===== src/tsf_pkg.sv =====
`default_nettype none
package tsf_pkg;
   localparam int          AW          = 8;
   localparam int          DW          = 16;
   localparam logic [7:0]  OFF_CTRL    = 8'h00;
   localparam logic [7:0]  OFF_IEN     = 8'h0C;
   localparam logic [7:0]  OFF_STS     = 8'h10;
   localparam logic [7:0]  OFF_CEG     = 8'h14;
   localparam logic [7:0]  OFF_CCR0    = 8'h34;
   localparam logic [7:0]  CCR_STRIDE  = 8'h04;
   localparam int          NCH         = 4;
   localparam int          BIT_UPD     = 0;
   localparam int          BIT_CH0     = 1;
   localparam int          BIT_TRG     = 6;
   localparam int          BIT_OVC0    = 9;
   localparam int          CTRL_UDIS   = 1;
   localparam int          CTRL_URS    = 2;
   localparam int          CTRL_DIR0   = 8;
   localparam logic [15:0] STS_MASK    = 16'h1E5F;
   localparam logic [15:0] STS_RESET   = 16'h0000;
endpackage : tsf_pkg
`default_nettype wire


===== src/tsf_status.sv =====
// How it works
// RULE1: Reset clears every status flag to zero.
// RULE2: Update event sets sticky update flag bit0.
// RULE3: Repetition overflow sets update unless update disabled.
// RULE4: Software update generate sets flag when allowed.
// RULE5: Trigger counter reinit sets update when allowed.
// RULE6: Output channel sets flag on compare match.
// RULE7: Input capture sets flag; read clears.
// RULE8: Channels two to four behave like one.
// RULE9: Trigger event sets sticky trigger flag bit6.
// RULE10: Capture while flag set marks overcapture.
// RULE11: Overcapture flags for channels two to four.
// RULE12: Interrupt only for enabled set flags.
// RULE13: Writing one ignored; reserved bits read zero.
// RULE14: Hardware set beats same-cycle software clear.
//
// The address-and-strobe port was chosen for this implementation.
`default_nettype none
module tsf_status #(
   parameter int CW = 16
) (
   input  wire  logic                      CORE_CLK,
   input  wire  logic                      RST,
   input  wire  logic [tsf_pkg::AW-1:0]    ADDR,
   input  wire  logic [tsf_pkg::DW-1:0]    WDATA,
   input  wire  logic                      WR,
   input  wire  logic                      RD,
   output var   logic [tsf_pkg::DW-1:0]    RDATA,
   output var   logic                      IRQ,
   input  wire  logic [CW-1:0]             COUNTER_VALUE,
   input  wire  logic                      REPEAT_OVF,
   input  wire  logic                      TRIG_RELOAD,
   input  wire  logic                      TRIG_EVENT,
   input  wire  logic [tsf_pkg::NCH-1:0]   CAPTURE
);

   if (CW < 1 || CW > tsf_pkg::DW)
   begin : g_bad_cw
      $error("Counter width must lie between 1 and the data width.");
   end

   typedef struct packed {
      logic                                udis;
      logic                                urs;
      logic [tsf_pkg::NCH-1:0]             dir;
      logic [15:0]                         ien;
      logic [15:0]                         sts;
      logic [tsf_pkg::NCH-1:0][CW-1:0]     ccr;
      logic [tsf_pkg::DW-1:0]              rdata;
      logic                                irq;
   } tsf_state_t;

   tsf_state_t  s_q;
   tsf_state_t  s_d;
   logic [15:0] set_v;
   logic [15:0] clr_v;

   // Returns true when the address selects the given channel's value register.
   function automatic logic is_ccr(input logic [tsf_pkg::AW-1:0] a, input int ch);
      logic [tsf_pkg::AW-1:0] off;
      off = tsf_pkg::OFF_CCR0 + tsf_pkg::CCR_STRIDE * (tsf_pkg::AW)'(ch);
      return a == off;
   endfunction : is_ccr

   always_comb
   begin
      logic [15:0] ceg;
      logic        upd_ok;
      logic        gen_ok;
      logic        cap;
      cap    = 1'b0;
      s_d    = s_q;
      set_v  = 16'h0000;
      clr_v  = 16'h0000;
      ceg    = (WR && ADDR == tsf_pkg::OFF_CEG) ? WDATA : 16'h0000;
      upd_ok = !s_q.udis;
      gen_ok = !s_q.urs && !s_q.udis;
      // Update event sources and their gating.
      set_v[tsf_pkg::BIT_UPD] = (REPEAT_OVF && upd_ok) // RULE2 RULE3
                              || ((ceg[tsf_pkg::BIT_UPD] || TRIG_RELOAD) && gen_ok); // RULE4 RULE5
      set_v[tsf_pkg::BIT_TRG] = TRIG_EVENT || ceg[tsf_pkg::BIT_TRG]; // RULE9
      for (int i = 0; i < tsf_pkg::NCH; i++)
      begin
         cap = CAPTURE[i] || ceg[tsf_pkg::BIT_CH0 + i];
         if (s_q.dir[i])
         begin
            if (cap)
            begin
               s_d.ccr[i]                  = COUNTER_VALUE; // RULE7 RULE8
               set_v[tsf_pkg::BIT_CH0 + i] = 1'b1; // RULE7 RULE8
               set_v[tsf_pkg::BIT_OVC0 + i] = s_q.sts[tsf_pkg::BIT_CH0 + i]; // RULE10 RULE11
            end
         end
         else
         begin
            set_v[tsf_pkg::BIT_CH0 + i] = (COUNTER_VALUE == s_q.ccr[i]) // RULE6 RULE8
                                        || ceg[tsf_pkg::BIT_CH0 + i];
            if (WR && is_ccr(ADDR, i))
            begin
               s_d.ccr[i] = WDATA[CW-1:0];
            end
         end
         if (RD && is_ccr(ADDR, i))
         begin
            clr_v[tsf_pkg::BIT_CH0 + i] = 1'b1; // RULE7 RULE8
         end
      end
      if (WR && ADDR == tsf_pkg::OFF_STS)
      begin
         clr_v = clr_v | ~WDATA; // RULE13
      end
      if (WR && ADDR == tsf_pkg::OFF_CTRL)
      begin
         s_d.udis = WDATA[tsf_pkg::CTRL_UDIS];
         s_d.urs  = WDATA[tsf_pkg::CTRL_URS];
         s_d.dir  = WDATA[tsf_pkg::CTRL_DIR0 +: tsf_pkg::NCH];
      end
      if (WR && ADDR == tsf_pkg::OFF_IEN)
      begin
         s_d.ien = WDATA & tsf_pkg::STS_MASK;
      end
      // The set term is applied last so a same-cycle clear cannot lose it.
      s_d.sts = ((s_q.sts & ~clr_v) | set_v) & tsf_pkg::STS_MASK; // RULE2 RULE13 RULE14
      s_d.irq = |(s_d.sts & s_d.ien); // RULE12
      s_d.rdata = 16'h0000;
      if (RD)
      begin
         unique case (ADDR)
            tsf_pkg::OFF_CTRL:
            begin
               s_d.rdata[tsf_pkg::CTRL_UDIS]                 = s_q.udis;
               s_d.rdata[tsf_pkg::CTRL_URS]                  = s_q.urs;
               s_d.rdata[tsf_pkg::CTRL_DIR0 +: tsf_pkg::NCH] = s_q.dir;
            end
            tsf_pkg::OFF_IEN: s_d.rdata = s_q.ien;
            tsf_pkg::OFF_STS: s_d.rdata = s_q.sts; // RULE13
            default:
            begin
               for (int i = 0; i < tsf_pkg::NCH; i++)
               begin
                  if (is_ccr(ADDR, i))
                  begin
                     s_d.rdata[CW-1:0] = s_q.ccr[i];
                  end
               end
            end
         endcase
      end
   end

   always_ff @(posedge CORE_CLK)
   begin
      if (RST)
      begin
         s_q     <= '0;
         s_q.sts <= tsf_pkg::STS_RESET; // RULE1
      end
      else
      begin
         s_q <= s_d;
      end
   end

   assign RDATA = s_q.rdata;
   assign IRQ   = s_q.irq;

   logic wr_sts;
   logic rd_ccr0;
   assign wr_sts  = WR && ADDR == tsf_pkg::OFF_STS;
   assign rd_ccr0 = RD && ADDR == tsf_pkg::OFF_CCR0;
endmodule : tsf_status
`default_nettype wire


===== config.mk =====
export PLATFORM = sky130hd
export DESIGN_NAME = tsf_status
export DESIGN_NICKNAME = d
export VERILOG_FILES = /design/src/tsf_pkg.sv /design/src/tsf_status.sv
export SDC_FILE = /design/constraint.sdc
export NUM_CORES = 1
export LEC_CHECK = 0
export BUFFER_PORTS_ARGS = -buffer_cell sky130_fd_sc_hd__buf_2
export CELL_PAD_IN_SITES_DETAIL_PLACEMENT = 2
export CELL_PAD_IN_SITES_GLOBAL_PLACEMENT = 2
export CORE_UTILIZATION = 39
export DETAILED_ROUTE_END_ITERATION = 8
export PLACE_DENSITY = 0.84
export SLEW_MARGIN = 15
export SYNTH_ARGS = -nofsm -noshare
export SYNTH_HDL_FRONTEND = slang
export SYNTH_SLANG_ARGS = --single-unit

===== constraint.sdc =====
create_clock -name CORE_CLK -period 4.6 [get_ports CORE_CLK]
set_input_delay 1.38 -clock CORE_CLK [delete_from_list [all_inputs] [get_ports CORE_CLK]]
set_output_delay 1.38 -clock CORE_CLK [all_outputs]
set_load 0.02 [all_outputs]

* Yosys cells after proc, flatten, opt, wreduce, memory -nomap -nowiden
Cells that the tools add are included.
** Operators by class
- Add/sub/neg operators :: 0
- Multiply operators :: 0
- Div/mod/pow operators :: 0
- Order comparisons :: 0
- Eq/ne operators :: 15
- Shift-type cells :: 0
- Muxes and demuxes :: 44
- Bitwise gates (word level) :: 7
- Reductions and logical operators :: 39
** Operator list (count)
- two-way mux 16 bit :: 17
- == test 16 bit :: 4
- inverter 13 bit :: 2
- == test 8 x 6 -> 1 bit (second input constant) :: 3
- one-hot mux 4 bit (3 select lines) :: 2
- two-way mux 1 bit :: 20
- AND 13 x 16 -> 16 bit :: 1
- == test 8 x 5 -> 1 bit (second input constant) :: 2
- OR reduction 16 bit :: 1
- logical AND 1 bit :: 15
- one-hot mux 5 bit (3 select lines) :: 1
- AND 13 bit :: 1
- two-way mux 13 bit :: 1
- bitwise OR 13 bit :: 1
- bitwise OR 5 x 13 -> 13 bit :: 1
- logical OR 1 bit :: 11
- == test 8 x 4 -> 1 bit (second input constant) :: 1
- == test 8 x 7 -> 1 bit (second input constant) :: 1
- zero test 8 bit :: 1
- inequality test 2 x 1 -> 1 bit (second input constant) :: 4
- AND reduction 2 bit :: 4
- nonzero test 2 bit :: 4
- two-way mux 7 bit :: 1
- one-hot mux 2 bit (3 select lines) :: 1
- other kinds (4) :: 5
** Storage, ports and cells
- Register bits :: 113
- Latch bits :: 0
- Memory bits (writable) :: 0
- Bits in read-only memories :: 0
- Bits of input ports :: 51
- Output and inout bits :: 17
- Logic and storage cells :: 116
- Memories :: 0

* Depth between registers and ports, before layout
- Word-level depth :: 10
- Depth in mapped cells :: 8
- Mapped depth without buffers :: 7

* Least setup slack after synthesis
OpenSTA, ideal clock, no wires.
- Path type :: input to register
- Start point :: in COUNTER_VALUE[9]
- End point :: reg s_q (netlist bit IRQ)
- Library setup time :: 0.081 ns
- Arrival :: 2.848 ns
- Required time :: 4.519 ns
- Path slack :: 1.671 ns
- Stages :: 8
- Buffers on the path :: 1
- Cells stage by stage :: buf_2 > xor2_1 > nor4_1 > nand3_1 > or4_1 > a31oi_1 > a221oi_2 > a41oi_1
** Between the ends
- Cells in the longest elaborated chain, start to end :: 6
- Elaborated cells on any way between the ends :: 15
- Those cells by class :: eq/ne (4); mux (4); bitwise (2); reduce/logical (5)
** RTL lines
- start: declaration :: RTL line tsf_status.sv:30 : input wire logic [CW-1:0] COUNTER_VALUE,
- == test 16 bit :: RTL line tsf_status.sv:96 : set_v[tsf_pkg::BIT_CH0 + i] = (COUNTER_VALUE == s_q.ccr[i])
- logical OR 1 bit :: RTL line tsf_status.sv:97 : || ceg[tsf_pkg::BIT_CH0 + i];
- two-way mux 1 bit :: RTL line tsf_status.sv:85 : if (s_q.dir[i])
- bitwise OR 13 bit (*) :: RTL line tsf_status.sv:123 : s_d.sts = ((s_q.sts & ~clr_v) | set_v) & tsf_pkg::STS_MASK;
- AND 13 x 16 -> 16 bit (*) :: RTL line tsf_status.sv:124 : s_d.irq = |(s_d.sts & s_d.ien);
- OR reduction 16 bit (*) :: RTL line tsf_status.sv:124
- end: declaration :: RTL line tsf_status.sv:53 : tsf_state_t s_q;
Every way passes the cells marked *; elsewhere a longest branch is shown, timed or not.
A chain may end at the register's enable or synchronous reset.

* Final worst setup path
- Start point :: in ADDR[7] in the netlist's numbering
- End point :: reg s_q[33] in the netlist's numbering
** Between the ends
- Cells in the longest elaborated chain, start to end :: 6
- Elaborated cells on any way between the ends :: 9
- Those cells by class :: eq/ne (3); mux (1); reduce/logical (5)
** RTL lines
- start: declaration :: RTL line tsf_status.sv:24 : input wire logic [tsf_pkg::AW-1:0] ADDR,
- == test 8 x 5 -> 1 bit :: RTL line tsf_status.sv:75 : ceg = (WR && ADDR == tsf_pkg::OFF_CEG) ? WDATA : 16'h0000;
- logical AND 1 bit :: RTL line tsf_status.sv:75
- two-way mux 7 bit :: RTL line tsf_status.sv:75
- logical OR 1 bit :: RTL line tsf_status.sv:84 : cap = CAPTURE[i] || ceg[tsf_pkg::BIT_CH0 + i];
- inequality test 2 x 1 -> 1 bit (no line)
- AND reduction 2 bit (no line) (*)
Marks and branches as above.

==> results.py <==
metrics = {
    "cells_and_area": {
        "final_nets": 722,
        "syn2layout_area_growth_pct": 9.03,
        "post-route-util_pct": 43.5,
        "fillCellCount": 1641,
        "layout-drive-gt1-share_pct": 18.9,
    },
    "synthesis": {
        "synth-compound-area-share_pct": 21.7,
        "synth_fp_nets": 715,
        "avgSynthCellArea_sq_um": 9.10,
        "synth_cells": 664,
        "yosys_register_bits": 107,
        "synth_fa_ha_area_share_pct": 0,
        "synth_mux_area_share_pct": 12.8,
        "synth_top_family_by_area": "compound AO/OA/AOI/OAI gates",
        "synth-edff-count": 0,
        "synth_warnings": 0,
        "syn_area_sq_um": 6040,
        "synth-simple-area-share_pct": 13.3,
        "synth-xor-area-share_pct": 9.28,
        "synth-async-reset-ratio_pct": 0,
        "ys_types": 52,
        "yosys_most_used_dff": "dfxtp_1",
        "yosysSeqAreaShare_pct": 35.4,
    },
    "pwr": {
        "leakage_uw": 0.00222,
        "power_frac_clock_pct": 43.5,
        "peakVddDrop_uv": 198,
        "p_switching_uw": 491,
        "swShare_pct": 25.3,
        "p_int_uw": 1450,
        "combPwrFrac_pct": 8.4,
        "powerDensity_nw_per_um2": 294,
        "pwr-share-seq_pct": 48.1,
    },
    "clock_tree": {
        "clkSinkCount": 107,
        "clock-root-buffer": "clkbuf_16",
        "cts_resized": 0,
        "cts_buffers": 9,
        "htreeDepth": 3,
        "cts_hold_buf": 0,
        "clockBufferDepth": 2,
        "clk_latency_ps": 360,
        "cts_tree": "built",
        "clk_pin_slew_ps": 70,
        "post_cts_buffers": 0,
    },
    "critical_path": {
        "required_ps": 4860,
        "cp_max_fo": 32,
        "max_stage_delay_ps": 820,
        "critPathKind": "input port to flip-flop",
        "cp_top_family": "compound AO/OA/AOI/OAI gates",
        "ff2ff_setup_slack_ps": 2240,
        "cp-start-kind": "input port",
        "cpMaxStageDelayCell": "a21oi_4",
        "worstPathCellList": "buf_2, nor4b_2, and3_1, a21oi_2, a21oi_4, nor2_1, a211oi_1",
        "critPathCaptureType": "flip-flop",
        "arrival_ps": 4030,
        "cp.buffers_inverters": 1,
    },
    "sta": {
        "worstMarginPinSlew_ps": 1120,
        "tns_ps": 0,
        "rsz0062_at_grt": "false",
        "drv_slew": 0,
        "clock-skew-final_ps": 6.45,
        "post-route-min-period_ps": 3770,
        "clock.fmax_mhz": 265,
        "hold_viol_final": 0,
        "period_share_pct": 82.0,
        "slew-limit-headroom_pct": 25.0,
        "setup-violations-final": 0,
    },
    "worst_hold_path": {
        "min_path_type": "flip-flop to flip-flop",
    },
    "detailed_routing": {
        "wl_per_cell_microns": 25.8,
        "drt_pass1_iterations": 7,
        "drt-vias-per-instance": 6.20,
        "drt-initial-drc-count": 434,
        "drcViolationCount": 0,
        "detail-route-antenna-nets": 0,
        "vias": 5365,
        "routed_wl_microns": 22300,
    },
    "floorplanning": {
        "fp-row-count": 45,
        "start_util_pct": 39.9,
        "fp.coreArea_sq_um": 15100,
        "die_x_microns": 126,
        "die_height_microns": 126,
        "die_area_sq_um": 16000,
        "pin_count": 68,
    },
    "global_routing": {
        "antenna_found_initial": 1,
        "overflow": 0,
        "grt_use_total_pct": 29.0,
        "grt_pass1_wl_microns": 34900,
        "grt_max_degree": 92,
        "grt_pass1_vias": 5864,
    },
    "placement": {
        "place.detailed.hpwl_microns": 15300,
        "globalplace.congestion": 0.847,
        "portBuffers": 67,
    },
    "outcome": {
        "outcome": "completed",
    },
    "flow_run": {
        "max-cap-violations": 0,
    },
}
[per-layer routing]
metal / track usage [%] / vias to the layer above / share of wire, %
met5: 0 / - / 0
met4: 13.4 / 0 / 3.0
met3: 4.98 / 41 / 4.8
met2: 49.0 / 156 / 49
met1: 36.1 / 2748 / 43
li1: - / 2420 / -
[cell usage after synthesis, types with 2 or more instances]
cell / instances / area (sq um)
a211oi_1: 51 / 383
a211oi_2: 13 / 163
a21oi_1: 24 / 120
a21oi_2: 5 / 43.8
a21oi_4: 2 / 32.5
a221oi_1: 5 / 43.8
a222oi_1: 10 / 100
a22oi_1: 27 / 203
a31oi_1: 10 / 62.6
a41oi_1: 4 / 35.0
and2_1: 2 / 12.5
and4b_1: 2 / 20.0
buf_1: 4 / 15.0
buf_2: 24 / 120
buf_4: 26 / 195
clkbuf_1: 28 / 105
dfxtp_1: 107 / 2140
inv_1: 2 / 7.51
mux2_2: 3 / 33.8
mux2i_1: 70 / 701
nand2_1: 18 / 67.6
nand3_1: 13 / 65.1
nand4_1: 4 / 25.0
nor2_1: 86 / 323
nor2b_1: 6 / 37.5
nor3_1: 5 / 25.0
nor4_1: 8 / 50.1
nor4_2: 2 / 25.0
nor4b_2: 2 / 30.0
o211ai_1: 4 / 30.0
o21a_1: 3 / 22.5
o21ai_0: 6 / 30.0
o22ai_1: 2 / 12.5
or4_1: 6 / 45.0
xnor2_1: 16 / 140
xor2_1: 48 / 420
[power groups by stage]
| stage | logic (uW) | registers [uW] | clock network [uW] |
|---|---|---|---|
| 2_1_floorplan | 95.7 | 953 | 0 |
| 3_3_place_gp | 152 | 954 | 0 |
| 3_5_place_dp | 160 | 954 | 0 |
| 4_1_cts | 162 | 932 | 858 |
| 5_1_grt | 174 | 933 | 890 |
| 6_report | 163 | 933 | 844 |
[area by class of cell]
| cell class | count | area [sq um] | share of cell area, % |
|---|---|---|---|
| clock buffer | 13 | 270 | 4.10 |
| multi-input combinational | 472 | 3450 | 52.3 |
| timing repair buffer | 79 | 438 | 6.65 |
| sequential | 107 | 2140 | 32.5 |
| clock inverter | 3 | 45.0 | 0.684 |
| antenna | 1 | 2.50 | 0.0380 |
| tap | 188 | 235 | 3.57 |
| inverter | 2 | 7.51 | 0.114 |
[registers in the layout, indices dropped and copies added, names as in the netlist]
| register | count |
|---|---|
| IRQ | 1 |
| RDATA | 16 |
| s_q | 90 |
[placed cells by master, fill, tap and decap left out, drive strengths merged, types with 2 or more instances in the layout]
master    Yosys  final
dfxtp       107    107
nor2         86     86
buf          55     79
mux2i        71     71
a211oi       64     64
xor2         48     48
a21oi        31     31
a22oi        27     27
nand2        19     19
xnor2        16     16
nand3        13     13
clkbuf       28     13
a31oi        10     10
a222oi       10     10
nor4         10     10
o21ai         7      7
nor2b         6      6
or4           6      6
a221oi        6      6
nor3          5      5
a41oi         4      4
o211ai        4      4
nand4         4      4
mux2          4      4
o21a          3      3
and2          3      3
nor4b         2      2
and4b         2      2
inv           2      2
o22ai         2      2
clkinvlp      0      2
and4          2      2
[per-stage QoR]
step	power [uW]	cells	setup WS (ps)	cell area, sq um	hold slack (ps)
global route	2000	864	683	6590	551
floorplan	1050	664	1670	6040	457
finish	1940	865	829	6590	512
global placement	1110	848	818	6270	489
detailed placement	1110	848	563	6270	499
CTS	1950	864	911	6590	509
[cell families after synthesis]
group           Yosys count
buf+inv                  85
xor+xnor                 64
mux                      75
flops                   107
compound gates          169
simple gates            164
[path summary, 6_finish.rpt]
check	depth (start not counted)	startpoint	end
max reg2reg	7	s_q[74]	IRQ
max	7	ADDR[7]	s_q[33]
min reg2reg	2	s_q[117]	s_q[117]
min	2	s_q[117]	s_q[117]
[tightest hold or removal path, cell delays in order, from the launching register on]
cell and delay, ps:
dfxtp_1 340, nand2_1 70, a21oi_1 60
Note: power is estimated with default switching activity, not from simulation.
